**src/inc/shk_defs.vh**
```
/*
 header of constants for the serial handshake and keying block.
 assumes a 250 MHz system clock; included by bare name.
*/
`ifndef SHK_DEFS_VH
`define SHK_DEFS_VH

`define SHK_CLK_HZ 250000000
`define SHK_TICK_HZ 1000
`define SHK_TICK_CYCLES (`SHK_CLK_HZ / `SHK_TICK_HZ)

// register byte addresses
`define SHK_A_CTRL 12'h000
`define SHK_A_CTS_DLY 12'h004
`define SHK_A_HOLD 12'h008
`define SHK_A_GAP 12'h00C
`define SHK_A_HOP 12'h010
`define SHK_A_STATUS 12'h014
`define SHK_A_PORT 12'h018
`define SHK_A_INIT 12'h01C

// ctrl fields
`define SHK_C_KEYLINE 0
`define SHK_C_RATE_LO 1
`define SHK_C_RATE_HI 3
`define SHK_C_NODE_LO 4
`define SHK_C_NODE_HI 5
`define SHK_C_MASTER 6

// status fields
`define SHK_S_CTS 0
`define SHK_S_KEY 1
`define SHK_S_TXEN 2
`define SHK_S_NEWMSG 3
`define SHK_S_SYNC 4

// diag link rate codes
`define SHK_RATE_1200 3'h0
`define SHK_RATE_2400 3'h1
`define SHK_RATE_4800 3'h2
`define SHK_RATE_9600 3'h3
`define SHK_RATE_19200 3'h4

// node types
`define SHK_NODE_NODE 2'h0
`define SHK_NODE_ROOT 2'h1
`define SHK_NODE_GATE 2'h2
`define SHK_NODE_PEER 2'h3

// hop codes
`define SHK_HOP_SHORTEST 3'h0
`define SHK_HOP_NORMAL 3'h6
`define SHK_HOP_LONG 3'h7

// port defaults: 4800 8N1, 30 dBm
`define SHK_PORT_BAUD_4800 3'h2
`define SHK_PORT_DEFAULT 16'h1E82

`define SHK_DLY_MAX 8'hFF
`define SHK_HOLD_MAX 13'h1770
`define SHK_HOLD_NA 32'hFFFF_FFFF
`define SHK_GAP_DEFAULT 8'h0A
`define SHK_INIT_KEY 32'h0000_00A5

`endif

```
**src/logic/shk_ms_timer.v**
```verilog
/*
 millisecond down counter loaded with a count, counting on a shared tick.
 assumes tick is a one-cycle pulse on the same clock.
*/
`timescale 1ns/1ps
module shk_ms_timer #(
    parameter W = 13
) (
    input wire clk_i,
    input wire resetn_i,
    input wire tick_i,
    input wire load_i,
    input wire [W-1:0] value_i,
    output reg busy_o,
    output wire done_o
);
    reg [W-1:0] count;
    reg busy_q;

    assign done_o = busy_q & ~busy_o;

    always @(posedge clk_i)
    begin
        if (!resetn_i)
        begin
            count <= {W{1'b0}};
            busy_o <= 1'b0;
            busy_q <= 1'b0;
        end
        else
        begin
            busy_q <= busy_o;
            if (load_i)
            begin
                count <= value_i;
                busy_o <= (value_i != {W{1'b0}});
            end
            else if (busy_o && tick_i)
            begin
                count <= count - {{(W-1){1'b0}}, 1'b1};
                busy_o <= (count != {{(W-1){1'b0}}, 1'b1});
            end
        end
    end
endmodule // shk_ms_timer

```
**src/logic/shk_serial_handshake.v**
```verilog
/*
 handshake and keying control of the serial data port, with its settings
 behind an apb slave. assumes rts, rx-char and rf-data strobes from
 outside are asynchronous pins/levels; char and busy strobes are on clk_i.
*/
// The placing of the registers and register access over APB were chosen for this implementation.
`timescale 1ns/1ps
`include "shk_defs.vh"
module shk_serial_handshake #(
    parameter TICK_CYCLES = `SHK_TICK_CYCLES
) (
    input wire clk_i,
    input wire resetn_i,
    input wire psel,
    input wire penable,
    input wire pwrite,
    input wire [11:0] paddr,
    input wire [31:0] pwdata,
    output reg [31:0] prdata,
    output wire pready,
    output wire pslverr,
    input wire rts_i,
    input wire rf_data_avail_i,
    input wire port_char_i,
    input wire throttle_i,
    input wire out_char_i,
    input wire out_busy_i,
    input wire synced_i,
    output reg cts_o,
    output reg tx_key_o,
    output reg out_enable_o,
    output reg new_message_o,
    output wire [2:0] diag_link_rate_o,
    output wire [1:0] diag_node_type_o,
    output wire nonintrusive_ok_o,
    output wire [2:0] hop_code_o,
    output reg [7:0] dwell_ms_o,
    output reg [8:0] hop_bytes_o
);
    localparam ST_IDLE = 4'b0001;
    localparam ST_KEYUP = 4'b0010;
    localparam ST_SEND = 4'b0100;
    localparam ST_HOLD = 4'b1000;

    function [7:0] dwell_of;
        input [2:0] code;
        begin
            case (code)
                3'h0: dwell_of = 8'h0A;
                3'h1: dwell_of = 8'h10;
                3'h2: dwell_of = 8'h14;
                3'h3: dwell_of = 8'h19;
                3'h4: dwell_of = 8'h20;
                3'h5: dwell_of = 8'h28;
                3'h6: dwell_of = 8'h50;
                default: dwell_of = 8'hA0;
            endcase
        end
    endfunction

    function [8:0] bytes_of;
        input [2:0] code;
        begin
            case (code)
                3'h0: bytes_of = 9'h009;
                3'h1: bytes_of = 9'h015;
                3'h2: bytes_of = 9'h01E;
                3'h3: bytes_of = 9'h027;
                3'h4: bytes_of = 9'h039;
                3'h5: bytes_of = 9'h048;
                3'h6: bytes_of = 9'h0A2;
                default: bytes_of = 9'h150;
            endcase
        end
    endfunction

    function rate_ok;
        input [2:0] r;
        begin
            rate_ok = (r <= `SHK_RATE_19200);
        end
    endfunction

    // settings
    reg keyline;
    reg [2:0] diag_rate;
    reg [1:0] node_type;
    reg master;
    reg [7:0] cts_dly;
    reg [12:0] hold_ms;
    reg [7:0] gap_ms;
    reg [2:0] hop_code;
    reg [15:0] port_cfg;

    // pin synchronisers
    reg [2:0] rts_s;
    reg [1:0] rf_s;
    reg [2:0] ch_s;
    wire rts = rts_s[1];
    wire rts_rise = rts_s[1] & ~rts_s[2];
    wire char_in = ch_s[1] & ~ch_s[2];

    // apb
    wire wr = psel & penable & pwrite;
    wire rd_any = psel & ~pwrite;
    wire init_hit = wr && paddr == `SHK_A_INIT && pwdata == `SHK_INIT_KEY;
    wire hop_locked = ~master & ~synced_i;
    assign pready = 1'b1;
    assign pslverr = psel & penable & (
        (paddr > `SHK_A_INIT) | (paddr[1:0] != 2'h0) |
        (pwrite & paddr == `SHK_A_HOP & ~master) |
        (~pwrite & paddr == `SHK_A_HOP & hop_locked));

    assign diag_link_rate_o = diag_rate;
    assign diag_node_type_o = node_type;
    // only the root runs passive diagnostics
    assign nonintrusive_ok_o = (node_type == `SHK_NODE_ROOT);
    assign hop_code_o = hop_code;

    // shared ms tick
    reg [31:0] tick_cnt;
    wire tick = (tick_cnt == TICK_CYCLES - 1);

    always @(posedge clk_i)
    begin
        if (!resetn_i)
            tick_cnt <= 32'h0000_0000;
        else if (tick)
            tick_cnt <= 32'h0000_0000;
        else
            tick_cnt <= tick_cnt + 32'h0000_0001;
    end

    always @(posedge clk_i)
    begin
        if (!resetn_i)
        begin
            rts_s <= 3'h0;
            rf_s <= 2'h0;
            ch_s <= 3'h0;
        end
        else
        begin
            rts_s <= {rts_s[1:0], rts_i};
            rf_s <= {rf_s[0], rf_data_avail_i};
            ch_s <= {ch_s[1:0], port_char_i};
        end
    end

    // settings registers
    always @(posedge clk_i)
    begin
        if (!resetn_i || init_hit)
        begin
            keyline <= 1'b0;
            cts_dly <= 8'h00;
            port_cfg <= `SHK_PORT_DEFAULT;
            if (!resetn_i || master)
                hop_code <= `SHK_HOP_NORMAL;
            if (!resetn_i)
            begin
                diag_rate <= `SHK_RATE_19200;
                node_type <= `SHK_NODE_NODE;
                master <= 1'b0;
                hold_ms <= 13'h0000;
                gap_ms <= `SHK_GAP_DEFAULT;
            end
        end
        else if (wr)
        begin
            case (paddr)
                `SHK_A_CTRL:
                begin
                    keyline <= pwdata[`SHK_C_KEYLINE];
                    if (rate_ok(pwdata[`SHK_C_RATE_HI:`SHK_C_RATE_LO]))
                        diag_rate <= pwdata[`SHK_C_RATE_HI:`SHK_C_RATE_LO];
                    node_type <= pwdata[`SHK_C_NODE_HI:`SHK_C_NODE_LO];
                    master <= pwdata[`SHK_C_MASTER];
                end
                `SHK_A_CTS_DLY: cts_dly <= pwdata[7:0];
                `SHK_A_HOLD:
                    // clamp to 6000 ms, ignored in terminal mode
                    if (keyline)
                        hold_ms <= (pwdata[31:13] != 19'h0 ||
                            pwdata[12:0] > `SHK_HOLD_MAX) ? `SHK_HOLD_MAX : pwdata[12:0];
                `SHK_A_GAP: gap_ms <= pwdata[7:0];
                `SHK_A_HOP:
                    if (master)
                        hop_code <= pwdata[2:0];
                `SHK_A_PORT: port_cfg <= pwdata[15:0];
                default: ;
            endcase
        end
    end

    // dwell and byte limit per code
    always @(posedge clk_i)
    begin
        if (!resetn_i)
        begin
            dwell_ms_o <= dwell_of(`SHK_HOP_NORMAL);
            hop_bytes_o <= bytes_of(`SHK_HOP_NORMAL);
        end
        else
        begin
            dwell_ms_o <= dwell_of(hop_code);
            hop_bytes_o <= bytes_of(hop_code);
        end
    end

    // timers
    wire dly_load;
    wire dly_busy;
    wire dly_done;
    wire hold_load;
    wire hold_busy;
    wire hold_done;
    wire gap_busy;

    shk_ms_timer #(.W(13)) u_dly (
        .clk_i(clk_i),
        .resetn_i(resetn_i),
        .tick_i(tick),
        .load_i(dly_load),
        .value_i({5'h00, cts_dly}),
        .busy_o(dly_busy),
        .done_o(dly_done)
    );

    shk_ms_timer #(.W(13)) u_hold (
        .clk_i(clk_i),
        .resetn_i(resetn_i),
        .tick_i(tick),
        .load_i(hold_load),
        .value_i(hold_ms),
        .busy_o(hold_busy),
        .done_o(hold_done)
    );

    shk_ms_timer #(.W(13)) u_gap (
        .clk_i(clk_i),
        .resetn_i(resetn_i),
        .tick_i(tick),
        .load_i(char_in),
        .value_i({5'h00, gap_ms}),
        .busy_o(gap_busy),
        .done_o()
    );

    // terminal-mode cts path
    reg dte_ready;
    reg [3:0] state;
    reg [3:0] next_state;
    assign dly_load = keyline ? (state == ST_IDLE && rf_s[1]) : rts_rise;

    always @(posedge clk_i)
    begin
        if (!resetn_i)
            dte_ready <= 1'b0;
        else if (!rts)
            dte_ready <= 1'b0;
        else if (rts_rise ? cts_dly == 8'h00 : (dly_done | (~dly_busy & dte_ready)))
            dte_ready <= 1'b1;
    end

    // keyline state machine
    assign hold_load = (state == ST_SEND) && !rf_s[1] && !out_busy_i;

    always @*
    begin
        next_state = state;
        case (state)
            ST_IDLE:
                if (keyline && rf_s[1])
                    next_state = (cts_dly == 8'h00) ? ST_SEND : ST_KEYUP;
            ST_KEYUP:
                if (dly_done)
                    next_state = ST_SEND;
            ST_SEND:
                if (hold_load)
                    next_state = ST_HOLD;
            ST_HOLD:
                if (rf_s[1])
                    next_state = ST_SEND;
                else if (!hold_busy || hold_done)
                    next_state = ST_IDLE;
            default: next_state = ST_IDLE;
        endcase
        if (!keyline)
            next_state = ST_IDLE;
    end

    always @(posedge clk_i)
    begin
        if (!resetn_i)
        begin
            state <= ST_IDLE;
            cts_o <= 1'b0;
            tx_key_o <= 1'b0;
            out_enable_o <= 1'b0;
            new_message_o <= 1'b0;
        end
        else
        begin
            state <= next_state;
            new_message_o <= char_in & ~gap_busy;
            if (keyline)
            begin
                cts_o <= (next_state != ST_IDLE);
                out_enable_o <= (next_state == ST_SEND) || (next_state == ST_HOLD);
                tx_key_o <= 1'b0;
            end
            else
            begin
                // zero delay always on, throttle drops
                cts_o <= ((cts_dly == 8'h00) | dte_ready) & ~throttle_i;
                out_enable_o <= 1'b1;
                tx_key_o <= char_in | (tx_key_o & gap_busy);
            end
        end
    end

    // apb read data
    always @*
    begin
        prdata = 32'h0000_0000;
        if (rd_any)
        begin
            case (paddr)
                `SHK_A_CTRL: prdata = {25'h0, master, node_type, diag_rate, keyline};
                `SHK_A_CTS_DLY: prdata = {24'h0, cts_dly};
                `SHK_A_HOLD: prdata = keyline ? {19'h0, hold_ms} : `SHK_HOLD_NA;
                `SHK_A_GAP: prdata = {24'h0, gap_ms};
                `SHK_A_HOP: prdata = hop_locked ? 32'h0 : {29'h0, hop_code};
                `SHK_A_STATUS: prdata = {27'h0, synced_i, new_message_o,
                    out_enable_o, tx_key_o, cts_o};
                `SHK_A_PORT: prdata = {16'h0, port_cfg};
                default: prdata = 32'h0000_0000;
            endcase
        end
    end
endmodule // shk_serial_handshake

```
**config.mk**
```make
export PLATFORM = sky130hd
export DESIGN_NAME = shk_serial_handshake
export DESIGN_NICKNAME = d
export VERILOG_FILES = /design/src/logic/shk_ms_timer.v /design/src/logic/shk_serial_handshake.v
export VERILOG_INCLUDE_DIRS = /design/src /design/src/inc
export SDC_FILE = /design/constraint.sdc
export NUM_CORES = 1
export LEC_CHECK = 0
export BUFFER_PORTS_ARGS = -buffer_cell sky130_fd_sc_hd__buf_4
export CAP_MARGIN = 15
export CELL_PAD_IN_SITES_DETAIL_PLACEMENT = 0
export CELL_PAD_IN_SITES_GLOBAL_PLACEMENT = 1
export CORE_AREA = 5 5 155 142
export CTS_BUF_LIST = sky130_fd_sc_hd__clkbuf_8
export DETAILED_ROUTE_END_ITERATION = 8
export DIE_AREA = 0 0 160 147
export PLACE_DENSITY_LB_ADDON = 0.1
export SETUP_SLACK_MARGIN = 0.02
export SYNTH_ARGS = -nofsm -noshare
export SYNTH_HDL_FRONTEND = slang
export SYNTH_SLANG_ARGS = --single-unit
```
**constraint.sdc**
```tcl
create_clock -name clk_i -period 5.1 [get_ports clk_i]
set_clock_uncertainty 0.05 [all_clocks]
set_input_delay 1.02 -clock clk_i [delete_from_list [all_inputs] [get_ports clk_i]]
set_output_delay 1.02 -clock clk_i [all_outputs]
set_load 0.03 [all_outputs]
```
=== Word level (Yosys, flattened, before mapping) ===
Cells that the tools add are included.

* Register bits: 165
* Bits in latches: 0
* Bits in writable memories: 0
* ROM bits: 0
* Bits of input ports: 56
* Output and inout bits: 64
* Logic and storage cells: 207
* Memories: 0

* $add $sub $neg: 4
* Multiply operators: 0
* Divide/modulo/power cells: 0
* Order comparisons: 3
* Equal/unequal tests: 28
* Shift-type cells: 0
* Muxes and demuxes: 58
* Bitwise operators: 33
* Reduce and logical (&&, ||, !) cells: 50

{| class="wikitable"
|+ Operator list
! operator !! count
|-
| 32-bit case mux with 7 select lines || 1
|-
| 13-bit 2-to-1 mux || 8
|-
| 32-bit 2-to-1 mux || 2
|-
| 8-bit 2-to-1 mux || 8
|-
| 9-bit case mux with 7 select lines || 1
|-
| 8-bit case mux with 7 select lines || 1
|-
| 12-bit by 5-bit == test with 1-bit output (second input constant) || 4
|-
| 13-bit by 1-bit != test with 1-bit output (second input constant) || 3
|-
| 13-bit nonzero test || 3
|-
| 13-bit by 1-bit subtractor with 13-bit output (second input constant) || 3
|-
| 3-bit 2-to-1 mux || 12
|-
| 32-bit by 1-bit adder with 32-bit output (second input constant) || 1
|-
| 32-bit by 18-bit == test with 1-bit output (second input constant) || 1
|-
| 32-bit by 8-bit == test with 1-bit output (second input constant) || 1
|-
| 12-bit by 4-bit == test with 1-bit output (second input constant) || 2
|-
| 4-bit 2-to-1 mux || 6
|-
| 2-bit nonzero test || 12
|-
| 19-bit nonzero test || 1
|-
| 1-bit bitwise AND || 17
|-
| 4-bit case mux with 4 select lines || 1
|-
| 1-bit 2-to-1 mux || 14
|-
| 13-bit greater-than comparator (second input constant) || 1
|-
| 12-bit by 3-bit == test with 1-bit output (second input constant) || 1
|-
| 12-bit by 5-bit greater-than comparator with 1-bit output (second input constant) || 1
|-
| other kinds (25) || 71
|}

=== Longest topological paths before layout ===
Gate-level depths: netlist of run 1.

* Depth after elaboration: 10
* Mapped depth: 7
* Gate-level depth less buffers: 7

=== Hierarchy ===
Synthesis of run 1 repeated with hierarchy kept, for this count alone.

* Cell total of the unflattened synthesis: 941
* Area, all modules: 8265.4 um2

{| class="wikitable"
|+ Modules (own cells, without submodules)
! module !! times used !! cells an instance !! area an instance (um2) !! seq. area each (um2)
|-
| shk_serial_handshake || 1 || 650 || 5758.0 || 2682.6
|-
| shk_ms_timer || 3 || 97 || 835.8 || 300.3
|}

=== Worst setup path before layout of run 1 ===
No wires, ideal clock.

* Path kind: input -> output
* Start: input paddr[9]
* End: output prdata[17]
* Data arrival time: 3378 ps
* Required time: 4030 ps
* Slack: 652 ps
* Stages: 7
* Buffers on the path: 3
* Cells stage by stage: nor4_2 > and3_1 > clkbuf_1 > nand4_1 > clkbuf_1 > nor2_1 > buf_4

* Cells in the longest elaborated chain, start to end: 3
* Elaborated cells between the ends (all ways): 9
* Those cells by class: eq/ne (6); mux (2); reduce/logical (1)

{| class="wikitable"
|+ Ends and longest elaborated chain
! what !! line !! RTL
|-
| start: declaration || shk_serial_handshake.v:17 || <nowiki>input wire [11:0] paddr,</nowiki>
|-
| 12-bit by 5-bit == test with 1-bit output, or another cell as far along || shk_serial_handshake.v:329 || <nowiki>case (paddr)</nowiki>
|-
| 32-bit case mux with 7 select lines * || shk_serial_handshake.v:329 ||
|-
| 32-bit 2-to-1 mux * || shk_serial_handshake.v:327 || <nowiki>if (rd_any)</nowiki>
|-
| end: declaration || shk_serial_handshake.v:19 || <nowiki>output reg [31:0] prdata,</nowiki>
|}

Every way passes the cells marked *; elsewhere a longest branch is shown, timed or not.

=== Final worst setup path of run 1 ===
* Start: input paddr[9]
* End: output prdata[27]

Same word-level chain as after synthesis.

==> run metrics, run 1 <==
Power Density=273 nW/um^2; worst slew pin tran=867 ps; IO Pins=120; Area Overhead vs Synth=16.8%; DRT iter0 DRCs=459; clk buf depth=2; Worst Hold Class=reg2reg; placed cell count=1242; crit path DAT=2940 ps; final WL=23100 um; Setup WS post-layout=1090 ps; Hold Vio Cnt, Final=0; Final Cycle Share=78.6%; Routed WL per cell=18.1 um; worst slack, placed=1090 ps; initial core utilization=40.1%; first-pass GRT wire length=36700 um; TritonCTS Buffers=17; reg-to-reg slack, setup=2640 ps; Worst Path Required=4030 ps; fin. max-slew vios=0; Synth Cell Area=8150 sq um; Final ANT Viol Nets=0; post-synth top area share=32.4%; R2R depth=5; die width=160 um; Unique masters post-synth=67; GRT Total Usage=19.4%; Startpoint Class=input port; core region area=20300 sq um; total power=2.60 mW; Layout Utilization=46.8%; H-tree Lvls=4; Tmin final=4010 ps; Post-synth EDFFs=30; latest clock arrival within the worst-skew pair=460 ps; hold path depth=1; DRC violations left=0; post-synth net total=985; vias in the first global route=6638; maximum vdd drop=0.165 mV; Leak Pwr=3.43 nW; cell class contributing the biggest share of worst-path delay=simple AND/OR/NAND/NOR gates; cell taking the most area after synthesis=dfxtp_1; hold slack=390 ps; placed instance area=9100 sq um; final net count=1064; global route overflow=0; final setup fails=0; clock slew at reported path FFs=80 ps; Inserted Diodes=0; total vias in the final route=6941; post-synthesis register bit count=162; clk root buf=clkbuf_8; sequential area share after synthesis=43.5%; CTS tree=done; I/O Buffers=117; largest net degree at the start of global routing=57; Max Clk Rate=249 MHz; Final TNS setup=0 ps; Max-Slew Margin vs Limit=42.2%; Final Non-Filler Cells=1274; YS warnings=0; slowest cell delay on critical path=330 ps; share of layout cells above drive strength 1=20.3%; Main synth FF type=dfxtp_1; Post-CTS Setup Inserts=0; chip height=147 um; critical path's most frequent cell=buf_4; Hold Crit Start=ch_s[0]$_SDFF_PN0_; CP Capture Type=primary output; RSZ-0062 raised after global routing=no; Pre-Repair DR Iteration Count=7; clk sinks=162; Crit path buffers/inverters=5; GP Congestion=0.818; crit path cell chain=buf_4 -> nor4_2 -> nand3_1 -> buf_4 -> nor4b_1 -> buf_4 -> nand2_1 -> nor2_1 -> buf_4 -> buf_4; Synth Instances=922; CTS resizes=0; Synth async-reset ratio=0%; Crit Path Category=in2out; Synth area leaders=dfxtp_1 32%, edfxtp_1 11%, xnor2_1 5.9%; outcome=completed; Post-Syn Area per Cell=8.84 sq um; initial antenna violation count=0; RR Endpoint=u_gap.count[1]$_SDFFE_PN0P_; site row count=50; Design Area, Final=9510 sq um; Crit Reg-Reg Startpoint=tick_cnt[12]$_SDFF_PP0_; Hold EP=ch_s[1]$_SDFF_PN0_; Post-DP HPWL=16400 um; slowest CP cell=nor4_2; CP max FO=16; routed vias/inst=5.45; hold_buf cts=0; max cap viols=0; Die ar.=23500 sq um
[worst reg2reg max path, cell delays in order, from the launching register on]
cell and delay [ps]:
dfxtp_1 400, nor4b_2 430, nand4_1 570, nor2_1 430, mux2_2 370, o21ai_0 140
[metal layers]
metal | wire length [um] | vias up | part of all wire [%] | GRT usage, %
met5 | 0 | - | 0 | 0
met4 | 303 | 0 | 1.3 | 5.51
met3 | 951 | 26 | 4.1 | 2.97
met2 | 10700 | 157 | 46 | 30.9
met1 | 11200 | 3312 | 48 | 27.6
li1 | - | 3446 | - | -
[cells in the mapped netlist, types with 8 or more instances]
master,n
clkbuf_1,37
nor3_1,34
nand4_1,15
and2_1,18
a21oi_1,60
xnor2_1,55
inv_1,16
o21ai_0,45
mux2_2,8
o21a_1,13
nor2_1,87
mux2i_1,13
nand2_1,89
and3_1,11
or4_1,9
nor4_2,8
nand2b_1,13
nand3_1,27
buf_4,18
edfxtp_1,30
nor2b_1,10
or3_1,12
nor4_1,39
dfxtp_1,132
xor2_1,10
buf_2,10
[worst max path at each step]
stage / start / to / slack [ps] / cells after the start
3_3_place_gp: paddr[9] / prdata[31] / 1130 / 10
3_5_place_dp: paddr[9] / prdata[19] / 1090 / 10
4_1_cts: paddr[9] / prdata[19] / 1090 / 10
2_1_floorplan: paddr[9] / prdata[17] / 650 / 7
6_report: paddr[9] / prdata[27] / 1090 / 10
5_1_grt: paddr[9] / prdata[30] / 800 / 10
[registers in the layout, summed over array words and instances (netlist names), 13 cells and up]
register,flops
port_cfg,16
tick_cnt,32
u_hold.count,13
u_dly.count,13
hold_ms,13
u_gap.count,13
[power breakdown]
part | internal [mW] | switching [mW] | leakage (nW)
logic | 0.0970 | 0.145 | 1.86
clock network | 0.450 | 0.527 | 0.207
registers | 1.34 | 0.0393 | 1.36
[final cells by class]
| class | instances | area, sq um |
|---|---|---|
| Inverter | 17 | 63.8 |
| Timing Repair Buffer | 129 | 968 |
| Clock buffer | 17 | 234 |
| Fill cell | 2036 | 10800 |
| Tap cell | 260 | 325 |
| Multi-Input combinational cell | 674 | 4200 |
| Sequential cell | 162 | 3540 |
| Clock inverter | 15 | 174 |
[logic make-up after synthesis]
family / after synthesis / share of synthesized area (%)
xor+xnor: 65 / 6.99
simple gates: 423 / 29.2
other cells: 1 / 0.0460
compound gates: 157 / 11.5
buf+inv: 86 / 5.04
flops: 162 / 43.5
mux: 21 / 2.70
fa+ha+maj: 7 / 1.08
[cell usage in the layout (no fill, tap or decap), types with 7 or more instances in the layout]
| cell type | count |
|---|---|
| dfxtp_1 | 132 |
| buf_4 | 129 |
| nand2_1 | 89 |
| nor2_1 | 87 |
| a21oi_1 | 60 |
| xnor2_1 | 55 |
| o21ai_0 | 44 |
| nor4_1 | 39 |
| nor3_1 | 34 |
| edfxtp_1 | 30 |
| nand3_1 | 27 |
| and2_1 | 18 |
| clkbuf_8 | 17 |
| inv_1 | 16 |
| nand4_1 | 15 |
| nand2b_1 | 13 |
| mux2i_1 | 13 |
| o21a_1 | 13 |
| or3_1 | 12 |
| and3_1 | 11 |
| nor2b_1 | 10 |
| xor2_1 | 10 |
| or4_1 | 9 |
| nor4_2 | 8 |
| mux2_2 | 8 |
| a31oi_1 | 7 |
| a211oi_1 | 7 |
| ha_1 | 7 |
(Power assumes the default switching activity.)
==> run 2, diff against run 1 <==
--- a/config.mk
+++ b/config.mk
@@ -6,14 +6,15 @@
 export SDC_FILE = /design/constraint.sdc
 export NUM_CORES = 1
 export LEC_CHECK = 0
+export ABC_AREA = 1
 export BUFFER_PORTS_ARGS = -buffer_cell sky130_fd_sc_hd__buf_4
 export CAP_MARGIN = 15
 export CELL_PAD_IN_SITES_DETAIL_PLACEMENT = 0
 export CELL_PAD_IN_SITES_GLOBAL_PLACEMENT = 1
-export CORE_AREA = 5 5 155 142
+export CORE_AREA = 5 5 167 153
 export CTS_BUF_LIST = sky130_fd_sc_hd__clkbuf_8
 export DETAILED_ROUTE_END_ITERATION = 8
-export DIE_AREA = 0 0 160 147
+export DIE_AREA = 0 0 172 158
 export PLACE_DENSITY_LB_ADDON = 0.1
 export SETUP_SLACK_MARGIN = 0.02
 export SYNTH_ARGS = -nofsm -noshare
==> constraint.sdc (replaced) <==
create_clock -name clk_i -period 3.5 [get_ports clk_i]
set_clock_uncertainty 0.05 [all_clocks]
set_input_delay 0.7 -clock clk_i [delete_from_list [all_inputs] [get_ports clk_i]]
set_output_delay 0.7 -clock clk_i [all_outputs]
set_load 0.03 [all_outputs]
==> run metrics, run 2 <==
fill count=2567; Pre-Repair DR Iteration Count=5; post-synthesis register bit count=162; Die ar.=27200 sq um; Final ANT Viol Nets=0; final net count=1502; Hold Vio Cnt, Final=0; CTS tree=done; initial antenna violation count=0; Synth Instances=1345; DRC violations left=0; Post-CTS Setup Inserts=0; IO Pins=120; most frequent cell after synthesis=nand2_1; Max-Slew Margin vs Limit=58.0%; total vias in the final route=8657; clock slew at reported path FFs=90 ps; hold_buf cts=0; Synth async-reset ratio=0%; slowest CP cell=nor2_4; Power Density=362 nW/um^2; routed vias/inst=4.92; final setup fails=0; most frequent cells in the layout=341 x nand2_1, 205 x nor2_1, 146 x nand3_1; register name with the most flops=tick_cnt; Crit Path Category=in2out; I/O Buffers=117; clk buf depth=2; sequential area share after synthesis=39.2%; YS warnings=0; biggest regs=tick_cnt x32, port_cfg x16; Routed WL per cell=15.2 um; first-pass GRT wire length=42700 um; crit path DAT=2390 ps; max cap viols=0; Inserted Diodes=0; max FFs per register=32; final WL=26800 um; clk root buf=clkbuf_8; Unique masters post-synth=44; critical path's most frequent cell=nand2_1; H-tree Lvls=4; worst slew pin tran=629 ps; Layout Utilization=44.0%; global route overflow=0; chip height=158 um; Worst Hold Class=in2reg; CTS resizes=0; maximum vdd drop=0.170 mV; CP Capture Type=primary output; largest net degree at the start of global routing=40; share of layout cells above drive strength 1=14.5%; clk sinks=162; cell class contributing the biggest share of worst-path delay=simple AND/OR/NAND/NOR gates; Startpoint Class=input port; placed cell count=1728; Post-DP HPWL=20400 um; fin. max-slew vios=0; slowest cell delay on critical path=270 ps; GP Congestion=0.866; most common cell after layout, fill and taps aside=nand2_1; latest clock arrival within the worst-skew pair=470 ps; Area Overhead vs Synth=15.7%; post-synth top area share=29.2%; Leak Pwr=4.49 nW; Synth area leaders=dfxtp_1 29%, nand2_1 14%, edfxtp_1 10%; Final Non-Filler Cells=1760; site row count=54; crit path cell chain=buf_4 -> nor2_1 -> nand2_1 -> nor2_8 -> nand2_2 -> nor2_4 -> nand2_1 -> nand2_1 -> nor2_1 -> a21oi_1 -> buf_4; most frequent cells after synthesis=341 x nand2_1, 205 x nor2_1, 146 x nand3_1, 132 x dfxtp_1, 127 x inv_1; die width=172 um; Post-synth EDFFs=30; initial core utilization=38.0%; CP max FO=14; Post-Syn Area per Cell=6.73 sq um; Tmin final=3140 ps; RSZ-0062 raised after global routing=no; outcome=completed; cell taking the most area after synthesis=dfxtp_1; Final Cycle Share=89.7%; Synth Cell Area=9050 sq um; Max Clk Rate=318 MHz; post-synth net total=1408; Final TNS setup=0 ps; Worst Path Required=2750 ps; DRT iter0 DRCs=606; GRT Total Usage=19.7%; Main synth FF type=dfxtp_1; vias in the first global route=8161; core region area=23800 sq um; TritonCTS Buffers=17; Crit path buffers/inverters=2
run 2: cell count changes after synthesis, moves of 36 or more:
cell / before / now
nand2_1: 89 / 341
nand3_1: 27 / 146
nor2_1: 87 / 205
inv_1: 16 / 127
xnor2_1: 55 / 18
nor4_1: 39 / 3
run 2: final timing paths:
kind                            cells after the start                    from  slack [ps]                     endpoint
worst max-delay path                               11               paddr[11]         360                    prdata[3]
worst min-delay path                                3                   rts_i         360          rts_s[0]$_SDFF_PN0_
worst max register to register                     10  tick_cnt[0]$_SDFF_PP0_        1020  u_dly.count[3]$_SDFFE_PN0P_
worst min register to register                      1      ch_s[2]$_SDFF_PN0_         370     new_message_o$_SDFF_PN0_
run 2: metal layers:
layer | track usage [%] | routed length (um)
met5 | 0 | 0
met4 | 3.89 | 252
met3 | 3.97 | 1460
met2 | 30.2 | 11700
met1 | 28.8 | 13400
run 2: worst register-to-register path: stages, from the launching register on:
cell and delay (ps):
dfxtp_1 360, ha_1 170, nand2_1 70, nor2_1 140, nand3b_1 130, nor2_2 290
nand3_1 450, nand2_1 510, nand2_1 90, nand2_1 80, nor2_1 40
run 2: logic make-up after synthesis:
kind of cell,synth area share (%)
AO/OA/AOI/OAI,8.93
flip-flops,39.2
adder cells (fa/ha/maj),0.968
XOR/XNOR,2.52
AND/OR/NAND/NOR,38.9
buffers and inverters,9.53
other,0.0414
run 2: cell type report:
cell class | count | area [sq um] | share of cell area [%]
clock buffer | 22 | 303 | 2.89
clock inverter | 10 | 58.8 | 0.562
inverter | 134 | 505 | 4.83
multi-input combinational | 989 | 4640 | 44.4
sequential | 162 | 3540 | 33.9
tap | 308 | 385 | 3.68
timing repair buffer | 135 | 1030 | 9.80
run 2: through the flow:
step / worst slack (ps) / area, sq um / total power [mW] / hold slack [ps]
global route: 185 / 10500 / 3.97 / 348
CTS: 357 / 10500 / 3.83 / 349
floorplan: 442 / 9050 / 2.34 / 340
detailed placement: 356 / 10100 / 2.52 / 358
global placement: 389 / 10100 / 2.52 / 356
finish: 359 / 10500 / 3.78 / 364
run 2: power breakdown:
part           internal [mW]  switching (mW)  total, mW
clock                  0.578           0.726       1.30
combinational          0.177           0.292      0.469
sequential              1.96          0.0531       2.01
